[src/isrp_params.svh]
// constants of the image sensor readout port: geometry, register map, field positions
// What this block does
// Partner supplies 26.6 MHz master clock; the bench partner toggles every 32 ns, 15.625 MHz
// Line sync drives in master, listens in slave
// Frame sync drives in master, listens in slave
// Line and frame valid only with data
// Data valid at pixel clock rising edge
// Pixel bus ten bits, bit 0 to 9
// Output enable low floats only data pins
// Differential serial data with shift clock
// Array is 782 columns by 492 rows
// Left 26 columns, top 8 rows black
// Black rows drive automatic black level
// Raw mode also outputs middle four black rows
// Active region 753 columns by 481 rows
// Extra active column, row for mirroring
// Binning mixes immediate neighbours only
// Interlaced fields split red and blue rows
// Colour bit: first green offset for all
// Colour bit clear: all dark pixels
// One pixel word each pixel clock period
// Pixel clock toggles during blanking too
// Receiver captures only when both valids high
`ifndef ISRP_PARAMS_SVH
`define ISRP_PARAMS_SVH
`define ISRP_PIX_W         10
`define ISRP_NCOLS         10'h30E
`define ISRP_NROWS         9'h1EC
`define ISRP_BLK_COLS      10'h01A
`define ISRP_BLK_ROWS      9'h008
`define ISRP_RAW_ROW0      9'h002
`define ISRP_RAW_ROWS      9'h004
`define ISRP_ACT_COLS      10'h2F1
`define ISRP_ACT_ROWS      10'h1E1
`define ISRP_ACT_COL0      10'h01C
`define ISRP_ACT_ROW0      10'h009
`define ISRP_CAL_LAST      9'h0FF
`define ISRP_SER_BITS      4'hB
`define ISRP_REG_CTRL      8'h00
`define ISRP_REG_BLC       8'h0F
`define ISRP_REG_STAT      8'h10
`define ISRP_REG_FCNT      8'h11
`define ISRP_CTRL_RESET    7'h41
`define ISRP_BLC_COLOUR    2
`define ISRP_STAT_OVR      15
`endif

[src/isrp_pkg.sv]
// types shared by the image sensor readout port
package isrp_pkg;
  typedef enum logic [1:0] {
    ST_IDLE  = 2'h0,
    ST_SCAN  = 2'h1,
    ST_WLINE = 2'h3,
    ST_WFRM  = 2'h2
  } isrp_state_t;

  typedef struct packed {
    logic       en;
    logic       ilace;
    logic       bin2;
    logic       mir_r;
    logic       mir_c;
    logic       raw;
    logic       master;
  } isrp_ctrl_t;

  typedef struct packed {
    logic       lval;
    logic       fval;
    logic [9:0] data;
  } isrp_pix_t;
endpackage

[src/isrp_top.sv]
// readout sequencer, black level, parallel and serial pixel output of the sensor
`timescale 1ns/1ps
`include "isrp_params.svh"
module isrp_top (
  input  wire logic              sys_clk,
  input  wire logic              rst_n,
  input  wire logic              master_clock_in,
  input  wire logic              out_enable,
  input  wire logic              line_start_sync_i,
  input  wire logic              frame_start_sync_i,
  input  wire logic [9:0]        adc_data,
  input  wire logic [7:0]        reg_addr,
  input  wire logic [15:0]       reg_wdata,
  input  wire logic              reg_wr,
  input  wire logic              reg_rd,
  output logic [15:0]            reg_rdata,
  output isrp_pkg::isrp_pix_t    pix,
  output logic                   pixel_clock_out,
  output logic                   pix_data_oe,
  output logic                   line_start_sync_o,
  output logic                   line_start_sync_oe,
  output logic                   frame_start_sync_o,
  output logic                   frame_start_sync_oe,
  output logic                   serial_pixel_out_p,
  output logic                   serial_pixel_out_n,
  output logic                   serial_shift_clock_p,
  output logic                   serial_shift_clock_n,
  output logic [8:0]             arr_row,
  output logic [9:0]             arr_col
);
  import isrp_pkg::*;

  // window test; mirrored readout starts one further in, on the spare pixel
  function automatic logic in_win(input logic [9:0] p, input logic [9:0] base,
                                  input logic [9:0] len, input logic mir);
    logic [9:0] top;
    top = base + len;
    in_win = mir ? (p > base && p <= top) : (p >= base && p < top);
  endfunction

  // clamp at zero so dark pixels never wrap
  function automatic logic [9:0] sub_sat(input logic [9:0] a, input logic [9:0] b);
    sub_sat = (a > b) ? a - b : 10'h000;
  endfunction

  // synchronisers: first stage is read only by the second
  logic mclk_s1_ff, mclk_s2_ff, mclk_s3_ff, oe_s1_ff, oe_s2_ff;
  logic ls_s1_ff, ls_s2_ff, ls_s3_ff, fs_s1_ff, fs_s2_ff, fs_s3_ff;
  always_ff @(posedge sys_clk) begin
    if (!rst_n) begin
      {mclk_s1_ff, mclk_s2_ff, mclk_s3_ff} <= 3'h0;
      {oe_s1_ff, oe_s2_ff} <= 2'h0;
      {ls_s1_ff, ls_s2_ff, ls_s3_ff} <= 3'h0;
      {fs_s1_ff, fs_s2_ff, fs_s3_ff} <= 3'h0;
    end else begin
      {mclk_s3_ff, mclk_s2_ff, mclk_s1_ff} <= {mclk_s2_ff, mclk_s1_ff, master_clock_in};
      {oe_s2_ff, oe_s1_ff} <= {oe_s1_ff, out_enable};
      {ls_s3_ff, ls_s2_ff, ls_s1_ff} <= {ls_s2_ff, ls_s1_ff, line_start_sync_i};
      {fs_s3_ff, fs_s2_ff, fs_s1_ff} <= {fs_s2_ff, fs_s1_ff, frame_start_sync_i};
    end
  end

  logic ev;
  assign ev = mclk_s2_ff & ~mclk_s3_ff;  // one array step per master rising edge

  // register bus
  isrp_ctrl_t  ctrl_ff, nxt_ctrl;
  logic        colour_ff, nxt_colour;
  logic [15:0] rdata_ff, nxt_rdata;
  logic        ovr_ff, nxt_ovr, ovr_clr;
  logic [9:0]  off_ff, nxt_off;
  logic [15:0] fcnt_ff, nxt_fcnt;
  always_comb begin
    nxt_ctrl   = ctrl_ff;
    nxt_colour = colour_ff;
    nxt_rdata  = 16'h0000;
    ovr_clr    = 1'b0;
    if (reg_wr && reg_addr == `ISRP_REG_CTRL) nxt_ctrl = isrp_ctrl_t'(reg_wdata[6:0]);
    if (reg_wr && reg_addr == `ISRP_REG_BLC) nxt_colour = reg_wdata[`ISRP_BLC_COLOUR];
    if (reg_rd) begin
      unique case (reg_addr)
        `ISRP_REG_CTRL: nxt_rdata = {9'h000, ctrl_ff};
        `ISRP_REG_BLC:  nxt_rdata = {13'h0000, colour_ff, 2'h0};
        `ISRP_REG_STAT: begin
          nxt_rdata = {ovr_ff, 5'h00, off_ff};
          ovr_clr   = 1'b1;
        end
        `ISRP_REG_FCNT: nxt_rdata = fcnt_ff;
        default:        nxt_rdata = 16'h0000;
      endcase
    end
  end
  always_ff @(posedge sys_clk) begin
    if (!rst_n) begin
      ctrl_ff   <= isrp_ctrl_t'(`ISRP_CTRL_RESET);
      colour_ff <= 1'b0;
      rdata_ff  <= 16'h0000;
    end else begin
      ctrl_ff   <= nxt_ctrl;
      colour_ff <= nxt_colour;
      rdata_ff  <= nxt_rdata;
    end
  end
  assign reg_rdata = rdata_ff;

  // array scan, black level and pixel output
  isrp_state_t state_ff, nxt_state;
  logic [9:0]  sc_col_ff, nxt_col, phys_col;
  logic [8:0]  sc_row_ff, nxt_row, phys_row;
  logic        field_ff, nxt_field, pt_ff, nxt_pt, hv_ff, nxt_hv;
  logic [9:0]  hold_ff, nxt_hold, val, emit_val;
  isrp_pix_t   pix_ff, nxt_pix;
  logic        ls_o_ff, nxt_ls, fs_o_ff, nxt_fs, ls_seen_ff, fs_seen_ff;
  logic [17:0] acc_ff, nxt_acc;
  logic [8:0]  cnt_ff, nxt_cnt;
  logic        emit, ls_take, fs_take, row_act, row_raw, win, is_blk, cal_q;
  logic [10:0] pair;

  assign phys_col = ctrl_ff.mir_c ? `ISRP_NCOLS - 10'h001 - sc_col_ff : sc_col_ff;
  assign phys_row = ctrl_ff.mir_r ? `ISRP_NROWS - 9'h001 - sc_row_ff : sc_row_ff;
  assign is_blk   = phys_row < `ISRP_BLK_ROWS || phys_col < `ISRP_BLK_COLS;
  // first green sits on even rows, odd columns
  assign cal_q = is_blk && !cnt_ff[8] &&
                 (!colour_ff || (!phys_row[0] && phys_col[0]));
  assign row_act = in_win({1'b0, phys_row}, `ISRP_ACT_ROW0, `ISRP_ACT_ROWS - 10'h001,
                          ctrl_ff.mir_r) &&
                   (!ctrl_ff.ilace || phys_row[0] == field_ff);
  assign row_raw = ctrl_ff.raw && phys_row >= `ISRP_RAW_ROW0 &&
                   phys_row < `ISRP_RAW_ROW0 + `ISRP_RAW_ROWS;
  assign win  = (row_act || row_raw) &&
                in_win(phys_col, `ISRP_ACT_COL0, `ISRP_ACT_COLS - 10'h001, ctrl_ff.mir_c);
  assign val  = row_act ? sub_sat(adc_data, off_ff) : adc_data;  // raw black rows uncorrected
  assign pair = {1'b0, hold_ff} + {1'b0, val};

  always_comb begin
    nxt_state = state_ff;
    nxt_col   = sc_col_ff;
    nxt_row   = sc_row_ff;
    nxt_field = field_ff;
    nxt_pt    = pt_ff;
    nxt_hv    = hv_ff;
    nxt_hold  = hold_ff;
    nxt_pix   = pix_ff;
    nxt_ls    = ls_o_ff;
    nxt_fs    = fs_o_ff;
    nxt_acc   = acc_ff;
    nxt_cnt   = cnt_ff;
    nxt_off   = off_ff;
    nxt_fcnt  = fcnt_ff;
    emit      = 1'b0;
    emit_val  = 10'h000;
    ls_take   = 1'b0;
    fs_take   = 1'b0;
    // all scan and pixel changes land on a master edge so data is steady across the pixel clock rise when bin2 is clear
    if (ev) begin
      nxt_pt = ~pt_ff;
      nxt_ls = 1'b0;
      nxt_fs = 1'b0;
      if (!ctrl_ff.en) begin
        nxt_state = ST_IDLE;
        nxt_pix   = '0;
        nxt_hv    = 1'b0;
      end else begin
        unique case (state_ff)
          ST_IDLE: begin
            nxt_col = 10'h000;
            nxt_row = 9'h000;
            nxt_acc = 18'h00000;
            nxt_cnt = 9'h000;
            if (ctrl_ff.master) begin
              nxt_state = ST_SCAN;
              nxt_ls    = 1'b1;
              nxt_fs    = 1'b1;
            end else begin
              nxt_state = ST_WFRM;
            end
          end
          ST_WLINE: if (ls_seen_ff) begin
            nxt_state = ST_SCAN;  // slave row starts on the partner's line sync
            ls_take   = 1'b1;
          end
          ST_WFRM: if (fs_seen_ff) begin
            nxt_state = ST_SCAN;
            fs_take   = 1'b1;
          end
          ST_SCAN: begin
            if (cal_q) begin
              nxt_acc = acc_ff + {8'h00, adc_data};
              nxt_cnt = cnt_ff + 9'h001;
              if (cnt_ff == `ISRP_CAL_LAST) nxt_off = nxt_acc[17:8];  // mean of 256
            end
            if (win) begin
              if (!ctrl_ff.bin2) begin
                emit     = 1'b1;
                emit_val = val;
              end else if (!pt_ff) begin
                nxt_hold = val;
                nxt_hv   = 1'b1;
              end else if (hv_ff) begin
                emit     = 1'b1;
                emit_val = pair[10:1];  // plain neighbour average, colours mix
                nxt_hv   = 1'b0;
              end
            end else begin
              nxt_pix.lval = 1'b0;
              nxt_pix.data = 10'h000;
              nxt_hv       = 1'b0;
            end
            if (emit) begin
              nxt_pix.data = emit_val;
              nxt_pix.lval = 1'b1;
              nxt_pix.fval = 1'b1;
            end
            if (sc_col_ff == `ISRP_NCOLS - 10'h001) begin
              nxt_col = 10'h000;
              if (sc_row_ff == `ISRP_NROWS - 9'h001) begin
                nxt_row      = 9'h000;
                nxt_pix.fval = 1'b0;
                nxt_field    = ~field_ff;
                nxt_fcnt     = fcnt_ff + 16'h0001;
                nxt_acc      = 18'h00000;
                nxt_cnt      = 9'h000;
                nxt_ls       = ctrl_ff.master;
                nxt_fs       = ctrl_ff.master;
                if (!ctrl_ff.master) nxt_state = ST_WFRM;
              end else begin
                nxt_row = sc_row_ff + 9'h001;
                nxt_ls  = ctrl_ff.master;
                if (!ctrl_ff.master) nxt_state = ST_WLINE;
              end
            end else begin
              nxt_col = sc_col_ff + 10'h001;
            end
          end
          default: nxt_state = ST_IDLE;
        endcase
      end
    end
    // a slave never drives the sync pins, even when master is cleared mid-pulse
    if (!ctrl_ff.master) begin
      nxt_ls = 1'b0;
      nxt_fs = 1'b0;
    end
  end

  always_ff @(posedge sys_clk) begin
    if (!rst_n) begin
      state_ff   <= ST_IDLE;
      sc_col_ff  <= 10'h000;
      sc_row_ff  <= 9'h000;
      field_ff   <= 1'b0;
      pt_ff      <= 1'b0;
      hv_ff      <= 1'b0;
      hold_ff    <= 10'h000;
      pix_ff     <= '0;
      ls_o_ff    <= 1'b0;
      fs_o_ff    <= 1'b0;
      acc_ff     <= 18'h00000;
      cnt_ff     <= 9'h000;
      off_ff     <= 10'h000;
      fcnt_ff    <= 16'h0000;
      ls_seen_ff <= 1'b0;
      fs_seen_ff <= 1'b0;
    end else begin
      state_ff   <= nxt_state;
      sc_col_ff  <= nxt_col;
      sc_row_ff  <= nxt_row;
      field_ff   <= nxt_field;
      pt_ff      <= nxt_pt;
      hv_ff      <= nxt_hv;
      hold_ff    <= nxt_hold;
      pix_ff     <= nxt_pix;
      ls_o_ff    <= nxt_ls;
      fs_o_ff    <= nxt_fs;
      acc_ff     <= nxt_acc;
      cnt_ff     <= nxt_cnt;
      off_ff     <= nxt_off;
      fcnt_ff    <= nxt_fcnt;
      // an edge in the cycle it is taken is kept; master mode ignores the pins
      ls_seen_ff <= !ctrl_ff.master && ((ls_s2_ff & ~ls_s3_ff) | (ls_seen_ff & ~ls_take));
      fs_seen_ff <= !ctrl_ff.master && ((fs_s2_ff & ~fs_s3_ff) | (fs_seen_ff & ~fs_take));
    end
  end

  // pin drivers; only the data pins follow the output enable
  logic pclk_ff, doe_ff, lsoe_ff, fsoe_ff;
  logic [8:0] arow_ff;
  logic [9:0] acol_ff;
  always_ff @(posedge sys_clk) begin
    if (!rst_n) begin
      pclk_ff <= 1'b0;
      doe_ff  <= 1'b0;
      lsoe_ff <= 1'b0;
      fsoe_ff <= 1'b0;
      arow_ff <= 9'h000;
      acol_ff <= 10'h000;
    end else begin
      pclk_ff <= ctrl_ff.bin2 ? nxt_pt : ~mclk_s2_ff;  // free running
      doe_ff  <= oe_s2_ff;
      lsoe_ff <= ctrl_ff.master;
      fsoe_ff <= ctrl_ff.master;
      arow_ff <= phys_row;
      acol_ff <= phys_col;
    end
  end
  assign pix                 = pix_ff;
  assign pixel_clock_out     = pclk_ff;
  assign pix_data_oe         = doe_ff;
  assign line_start_sync_o   = ls_o_ff;
  assign line_start_sync_oe  = lsoe_ff;
  assign frame_start_sync_o  = fs_o_ff;
  assign frame_start_sync_oe = fsoe_ff;
  assign arr_row             = arow_ff;
  assign arr_col             = acol_ff;

  // serial: start bit then data lsb first, a bit per two sys_clk, clock edge mid-bit
  // a word arriving while one is still shifting is dropped and flagged
  logic [10:0] sh_ff, nxt_sh;
  logic [3:0]  scnt_ff, nxt_scnt;
  logic        ser_ff, nxt_ser, ph_ff, sck_ff;
  always_comb begin
    nxt_sh   = sh_ff;
    nxt_scnt = scnt_ff;
    nxt_ser  = ser_ff;
    nxt_ovr  = ovr_ff & ~ovr_clr;
    if (!ph_ff) begin
      nxt_ser = (scnt_ff != 4'h0) & sh_ff[0];
      if (scnt_ff != 4'h0) begin
        nxt_sh   = {1'b0, sh_ff[10:1]};
        nxt_scnt = scnt_ff - 4'h1;
      end
    end
    if (emit) begin
      if (scnt_ff == 4'h0) begin
        nxt_sh   = {emit_val, 1'b1};
        nxt_scnt = `ISRP_SER_BITS;
      end else begin
        nxt_ovr = 1'b1;
      end
    end
  end
  always_ff @(posedge sys_clk) begin
    if (!rst_n) begin
      sh_ff   <= 11'h000;
      scnt_ff <= 4'h0;
      ser_ff  <= 1'b0;
      ovr_ff  <= 1'b0;
      ph_ff   <= 1'b0;
      sck_ff  <= 1'b0;
    end else begin
      sh_ff   <= nxt_sh;
      scnt_ff <= nxt_scnt;
      ser_ff  <= nxt_ser;
      ovr_ff  <= nxt_ovr;
      ph_ff   <= ~ph_ff;
      sck_ff  <= ph_ff ? ~sck_ff : sck_ff;
    end
  end
  assign serial_pixel_out_p   = ser_ff;
  assign serial_pixel_out_n   = ~ser_ff;
  assign serial_shift_clock_p = sck_ff;
  assign serial_shift_clock_n = ~sck_ff;
endmodule

[config.mk]
export PLATFORM = sky130hd
export DESIGN_NAME = isrp_top
export DESIGN_NICKNAME = d
export VERILOG_FILES = /design/src/isrp_pkg.sv /design/src/isrp_top.sv
export VERILOG_INCLUDE_DIRS = /design/src
export SDC_FILE = /design/constraint.sdc
export NUM_CORES = 1
export LEC_CHECK = 0
export ABC_AREA = 0
export BUFFER_PORTS_ARGS = -buffer_cell sky130_fd_sc_hd__buf_2
export CORE_MARGIN = 2
export CORE_UTILIZATION = 58
export CTS_CLUSTER_DIAMETER = 50
export DETAILED_ROUTE_END_ITERATION = 10
export GPL_TIMING_DRIVEN = 0
export PLACE_DENSITY = 0.79
export SLEW_MARGIN = 20
export SYNTH_ARGS = -nofsm -noshare
export SYNTH_HDL_FRONTEND = slang
export SYNTH_SLANG_ARGS = --single-unit
[constraint.sdc]
create_clock -name sys_clk -period 5.11 [get_ports sys_clk]
set_clock_uncertainty 0.05 [all_clocks]
set_input_delay 1.022 -clock sys_clk [delete_from_list [all_inputs] [get_ports sys_clk]]
set_output_delay 1.022 -clock sys_clk [all_outputs]
set_load 0.1 [all_outputs]
* Word-level counts from Yosys, hierarchy flattened
Index checks and enable logic that the tools add are counted.
Word-level totals: bits in registers 179, input bits 42, output and inout bits 57, logic and storage cells 238
Cells by class: add/sub/neg operators 10, order comparisons 13, equal/unequal tests 18, multiplexer cells 87, bitwise operators 21, reduce and logical (&&, ||, !) cells 40
Operators by type and width (number):
- $mux 10 | 12
- $pmux 16 s4 | 1
- $mux 18 | 3
- $mux 9 | 6
- $mux 11 | 4
- $mux 1 | 39
- $mux 12 | 3
- $pmux 18 s2 | 1
- $pmux 9 s2 | 2
- $pmux 10 s2 | 1
- $add 18x10->18 | 1
- $add 9x1->9 const B | 2
- $add 16x1->16 const B | 1
- $eq 8x5->1 const B | 2
- $mux 2 | 8
- $mux 4 | 4
- $logic_and 1x1->1 | 15
- $ne 3x3->1 const B | 5
- $reduce_and 5->1 | 3
- $not 1->1 | 12
- $add 10x10->11 | 1
- $add 10x1->10 const B | 1
- $eq 10x10->1 const B | 1
- $ge 10x5->1 const B | 1
- 40 further kinds | 60

* Logic depth before layout (Yosys ltp)
depth in word-level cells 17, gate-level depth with buffers 22, mapped depth without buffers 21

* Worst setup path after synthesis
OpenSTA, ideal clock, no wires.
kind input port to flip-flop, start point input adc_data[0], end point register sh_ff[8], setup time 0.065 ns, arrival time 4.625 ns, required time 4.995 ns, path slack 0.370 ns, cell stages on the path 21, buffers on the path 0, cells stage by stage inv_1 > ha_1 > inv_1 > fa_1 > a21o_1 > a21oi_1 > o221a_2 > o21ai_1 > nand3_1 > a21boi_0 > fa_1 > nor2b_1 > o21ai_0 > a21oi_1 > o21ai_0 > nand2b_1 > a31oi_1 > xnor2_1 > a22oi_1 > mux2_1 > nor2_1
On the way: cells in the longest elaborated chain, start to end 13, elaborated cells on any way between the ends 14, those cells by class 2 x add/sub; 1 x order compare; 11 x mux
Ends and longest elaborated chain:
- from (decl) | RTL line isrp_top.sv:11 | input wire logic [9:0] adc_data,
- $sub 10x10->10 / $gt 10x10->1 (equally long branches) | RTL line isrp_top.sv:43 | sub_sat = (a > b) ? a - b : 10'h000;
- $mux 10 | RTL line isrp_top.sv:43
- $mux 10 (*) | RTL line isrp_top.sv:132 | assign val = row_act ? sub_sat(adc_data, off_ff) : adc_data;
- $add 10x10->11 | RTL line isrp_top.sv:133 | assign pair = {1'b0, hold_ff} + {1'b0, val};
- $mux 10 | RTL line isrp_top.sv:199 | end else if (hv_ff) begin
- $mux 10 | RTL line isrp_top.sv:196 | end else if (!pt_ff) begin
- $mux 10 (*) | RTL line isrp_top.sv:193 | if (!ctrl_ff.bin2) begin
- $mux 10 (*) | RTL line isrp_top.sv:192 | if (win) begin
- $mux 10 (*) | RTL line isrp_top.sv:164 | unique case (state_ff)
- $mux 10 (*) | RTL line isrp_top.sv:159 | if (!ctrl_ff.en) begin
- $mux 10 (*) | RTL line isrp_top.sv:155 | if (ev) begin
- $mux 11 (*) | RTL line isrp_top.sv:334 | if (scnt_ff == 4'h0) begin
- $mux 11 (*) | RTL line isrp_top.sv:333 | if (emit) begin
- to (signal assigned) | RTL line isrp_top.sv:351 | sh_ff <= nxt_sh;
- to (decl) | RTL line isrp_top.sv:318 | logic [10:0] sh_ff, nxt_sh;
Every way passes the cells marked *; elsewhere a longest branch is shown, timed or not. A chain may end at the register's enable or synchronous reset.

* Final worst setup path
start point register sc_row_ff[2], end point register sh_ff[8]
On the way: cells in the longest elaborated chain, start to end 17, elaborated cells on any way between the ends 34, those cells by class 2 x add/sub; 6 x order compare; 19 x mux; 7 x reduce/logical
Ends and longest elaborated chain:
- from (decl) | RTL line isrp_top.sv:109 | logic [8:0] sc_row_ff, nxt_row, phys_row;
- from (signal assigned) | RTL line isrp_top.sv:267 | sc_row_ff <= nxt_row;
- $sub 9x9->9 (no line)
- $mux 9 (*) | RTL line isrp_top.sv:120 | assign phys_row = ctrl_ff.mir_r ? `ISRP_NROWS - 9'h001 - sc_row_ff : sc_row_ff;
- $ge 9x4->1 (tied with other cells) | RTL line isrp_top.sv:38 | in_win = mir ? (p > base && p <= top) : (p >= base && p < top);
- $logic_and 1x1->1 | RTL line isrp_top.sv:38
- $mux 1 (*) | RTL line isrp_top.sv:38
- $logic_and 1x1->1 (*) | RTL line isrp_top.sv:125 | assign row_act = in_win({1'b0, phys_row}, `ISRP_ACT_ROW0, `ISRP_ACT_ROWS - 10'h001,
- $mux 10 (*) | RTL line isrp_top.sv:132
- via val[2] | RTL line isrp_top.sv:111 | logic [9:0] hold_ff, nxt_hold, val, emit_val;
- (+2 left out)
- $mux 10 (*) | RTL line isrp_top.sv:196
- $mux 10 (*) | RTL line isrp_top.sv:193
- $mux 10 (*) | RTL line isrp_top.sv:192
- $mux 10 (*) | RTL line isrp_top.sv:164
- $mux 10 (*) | RTL line isrp_top.sv:159
- $mux 10 (*) | RTL line isrp_top.sv:155
- $mux 11 (*) | RTL line isrp_top.sv:334
- $mux 11 (*) | RTL line isrp_top.sv:333
Mark *: on every way through the listed nets, which the timed path passes. The rest lies on a longest branch. The select of a mux whose other input is x is not followed.

==> impl_metrics.toml <==
[outcome]
outcome = "complete, no violations"

[sta]
worst_slew_margin_rel_pct = 41.6
setup_viol = 0
slew_violations = 0
hold_viol_final = 0
fin_crit_sh_pct = 93.1
tightest_slew_ps = 867
holdWs_ps = 383
period_needed_ps = 4760
max_freq_ghz = 0.210
final.setup.worst_slack_ps = 354

[synth]
yosysMostFrequentCell = "dfxtp_1"
yosysTopAreaCell = "dfxtp_1"
synth_nets = 1188
seq_area_frac_synth_pct = 38.4
ys.flop_type = "dfxtp_1"
avgSynthCellArea_um2 = 8.47
synth_commonest_cells = "dfxtp_1 (179), nor2_1 (158), nand2_1 (87), a21oi_1 (74), o21ai_0 (51)"
synthCells = 1102
synth-seq-cells = 179
syn_area_mm2 = 0.00933
synth_edf_count = 0
ys.warnings.count = 0
synth.distinct_cells = 83
netlist.area_leader.share_pct = 38.4
synth_area_leaders = "dfxtp_1 (38%), nor2_1 (6.4%), ha_1 (5.5%)"
async_flop_share_pct = 0

[clock_network]
cts_max_level = 4
clock_path_buffers = 2
clk_pin_slew_worst_paths_ps = 70
clock-sinks = 179
clkLatencyLatePin_ps = 430
numCtsBuffers = 17
cts_tree = "built"
ctsRootBufferMaster = "clkbuf_16"

[worst_setup_path]
path_class = "register to register"
cp-start-kind = "register"
cp-startpoint = "sc_row_ff[2]$_SDFFE_PN0P_"
reg2reg_depth = 22
critPathArrivalTime_ps = 5080
end_kind = "register"
rr_startpoint = "sc_row_ff[2]$_SDFFE_PN0P_"
crit_fanout = 10
reg2reg_to = "sh_ff[8]$_SDFF_PN0_"
endpoint = "sh_ff[8]$_SDFF_PN0_"
reg2reg_setup_slack_ps = 350
required_ps = 5430

[cells_and_area]
register_area_mm2 = 0.00358
drive_gt1_share_pct = 14.2
diodes = 0
multiInputGateArea_mm2 = 0.00535
nNetsFinal = 1296
nFillCells = 1304
area_growth_pct = 14.0

[detailed_routing]
first_iter_violations = 737
routed_wl_um = 24000
drc = 0
drtAntennaViolNets = 0
wl_per_cell_um = 16.7
routed_via_density = 5.83
drt-pass1-iter-count = 5
vias = 8388

[die]
die_y_um = 131
fp.dieW_um = 131
rows = 46
num_io_pins = 99
start_util_pct = 59.0
dieArea_mm2 = 0.0171
core_area_mm2 = 0.0158

[global_routing]
use_met3_pct = 4.56
grt_max_degree = 17
antenna_found_initial = 0
met1_usage_pct = 38.5
met2_usage_pct = 45.9
grt_pass1_wl_um = 38000
first_global_vias = 7469
grtUsageTotal_pct = 28.6
overflow = 0
busiest_layer = "met2"

[flow_run]
drv_cap = 0

[power_and_ir_drop]
p_leak_nw = 4.30
comb_power_share_pct = 10.7
clock_power_share_pct = 41.7
ir_drop_v = 0.000251
switchingPower_w = 0.000806
switching_share_pct = 26.8
p_int_w = 0.00220
power.density_mw_per_mm2 = 282
pwr-share-seq_pct = 47.6

[placement]
place_ws_ps = -473
dp_hpwl_um = 17900
gp_congestion = 0.932
io_buffers = 88

[worst_hold_path]
hp-class = "register to register"
min_from = "oe_s1_ff$_SDFF_PN0_"
==> power by group through the flow <==
stage | clock network (W) | registers, W | logic (W)
global route | 0.00131 | 0.00143 | 0.000353
floorplan | 0 | 0.00148 | 0.000212
global placement | 0 | 0.00146 | 0.000311
CTS | 0.00127 | 0.00143 | 0.000318
detailed placement | 0 | 0.00146 | 0.000316
finish | 0.00125 | 0.00143 | 0.000321
==> metal layers <==
metal / part of all wire (%) / vias up / routed length [um]
met5: 0 / - / 0
met4: 3.2 / 0 / 776
met3: 7.2 / 68 / 1720
met2: 45 / 336 / 10900
met1: 44 / 3908 / 10600
li1: - / 4076 / -
==> cell type report <==
cell class	count	share of cell area, %
sequential	179	33.7
tap	216	2.54
clock buffer	17	4.00
multi-input combinational	826	50.3
clock inverter	14	1.25
timing repair buffer	89	4.21
inverter	43	1.52
buffer	54	2.46
==> cell usage in the layout, fill, tap and decap left out, types with 11 or more instances in the layout <==
master / synthesis / routed
dfxtp_1: 179 / 179
nand3_1: 33 / 33
and3_1: 26 / 26
and2_1: 21 / 21
clkbuf_16: 0 / 17
o21ai_0: 51 / 50
a22oi_1: 15 / 14
nand2_1: 87 / 87
mux2i_1: 37 / 37
nor2_1: 158 / 158
inv_1: 42 / 42
buf_2: 8 / 96
a211oi_1: 15 / 15
xnor2_1: 28 / 28
nor3_1: 17 / 17
nand4_1: 13 / 13
ha_1: 41 / 41
xor2_1: 40 / 40
or3_1: 11 / 11
a21oi_1: 74 / 74
clkbuf_1: 33 / 33
nand2b_1: 14 / 14
==> critical path: stages, from the launching register on <==
cell,delay [ps]
dfxtp_1,390
buf_4,180
inv_1,90
ha_1,290
mux2i_1,220
o311ai_2,160
nor4_1,290
and3_4,260
or2_4,200
buf_2,240
nand2_1,70
o21ai_1,160
ha_1,340
nor2b_1,150
o21ai_0,230
a21oi_1,130
o21ai_0,160
nand2b_1,110
a31oi_1,280
xnor2_1,190
a22oi_2,110
mux2_1,310
nor2_1,70
==> how the worst min path moves through the flow <==
stage,end,cells after the start
after floorplan,fs_s2_ff$_SDFF_PN0_,1
after global placement,ls_s2_ff$_SDFF_PN0_,1
after detailed placement,oe_s2_ff$_SDFF_PN0_,1
after CTS,oe_s2_ff$_SDFF_PN0_,1
after global routing,oe_s2_ff$_SDFF_PN0_,1
final,oe_s2_ff$_SDFF_PN0_,1
==> stage by stage <==
| stage | total power [W] | std cells | instance area (um2) | util (%) | setup TNS (ps) |
|---|---|---|---|---|---|
| after CTS | 0.00301 | 1437 | 10600 | 67.0 | 0 |
| after global placement | 0.00177 | 1406 | 10000 | 63.4 | -1860 |
| after floorplan | 0.00169 | 1102 | 9330 | - | 0 |
| after global routing | 0.00309 | 1438 | 10600 | 67.2 | -38.6 |
| after detailed placement | 0.00178 | 1406 | 10000 | 63.4 | -2720 |
| final | 0.00300 | 1438 | 10600 | 67.2 | 0 |
==> logic make-up after synthesis <==
kind of cell / Yosys count / synth area share, %
adders and majority gates: 44 / 6.14
and+or+nand+nor: 426 / 22.4
AOI/OAI and AO/OA: 246 / 17.5
DFF: 179 / 38.4
buffers and inverters: 97 / 4.53
muxes: 42 / 4.61
xor gates and xnor gates: 68 / 6.38
==> registers in the layout, indices dropped and copies added, names as in the netlist, 2 cells and up <==
name / flops
cnt_ff: 9
sc_col_ff: 10
off_ff: 10
pix: 12
arr_col: 10
sc_row_ff: 9
scnt_ff: 4
reg_rdata: 16
hold_ff: 10
arr_row: 9
fcnt_ff: 16
ctrl_ff: 7
sh_ff: 11
state_ff: 2
acc_ff: 18
==> what timing repair did <==
action,4_1_cts,5_1_grt
pin swaps,0,1
gates cloned,0,0
setup buffers,0,1
endpoints found under the setup margin,2,7
hold buffers,0,0
gates resized for setup,1,6
Note: power is estimated with default switching activity, not from simulation.
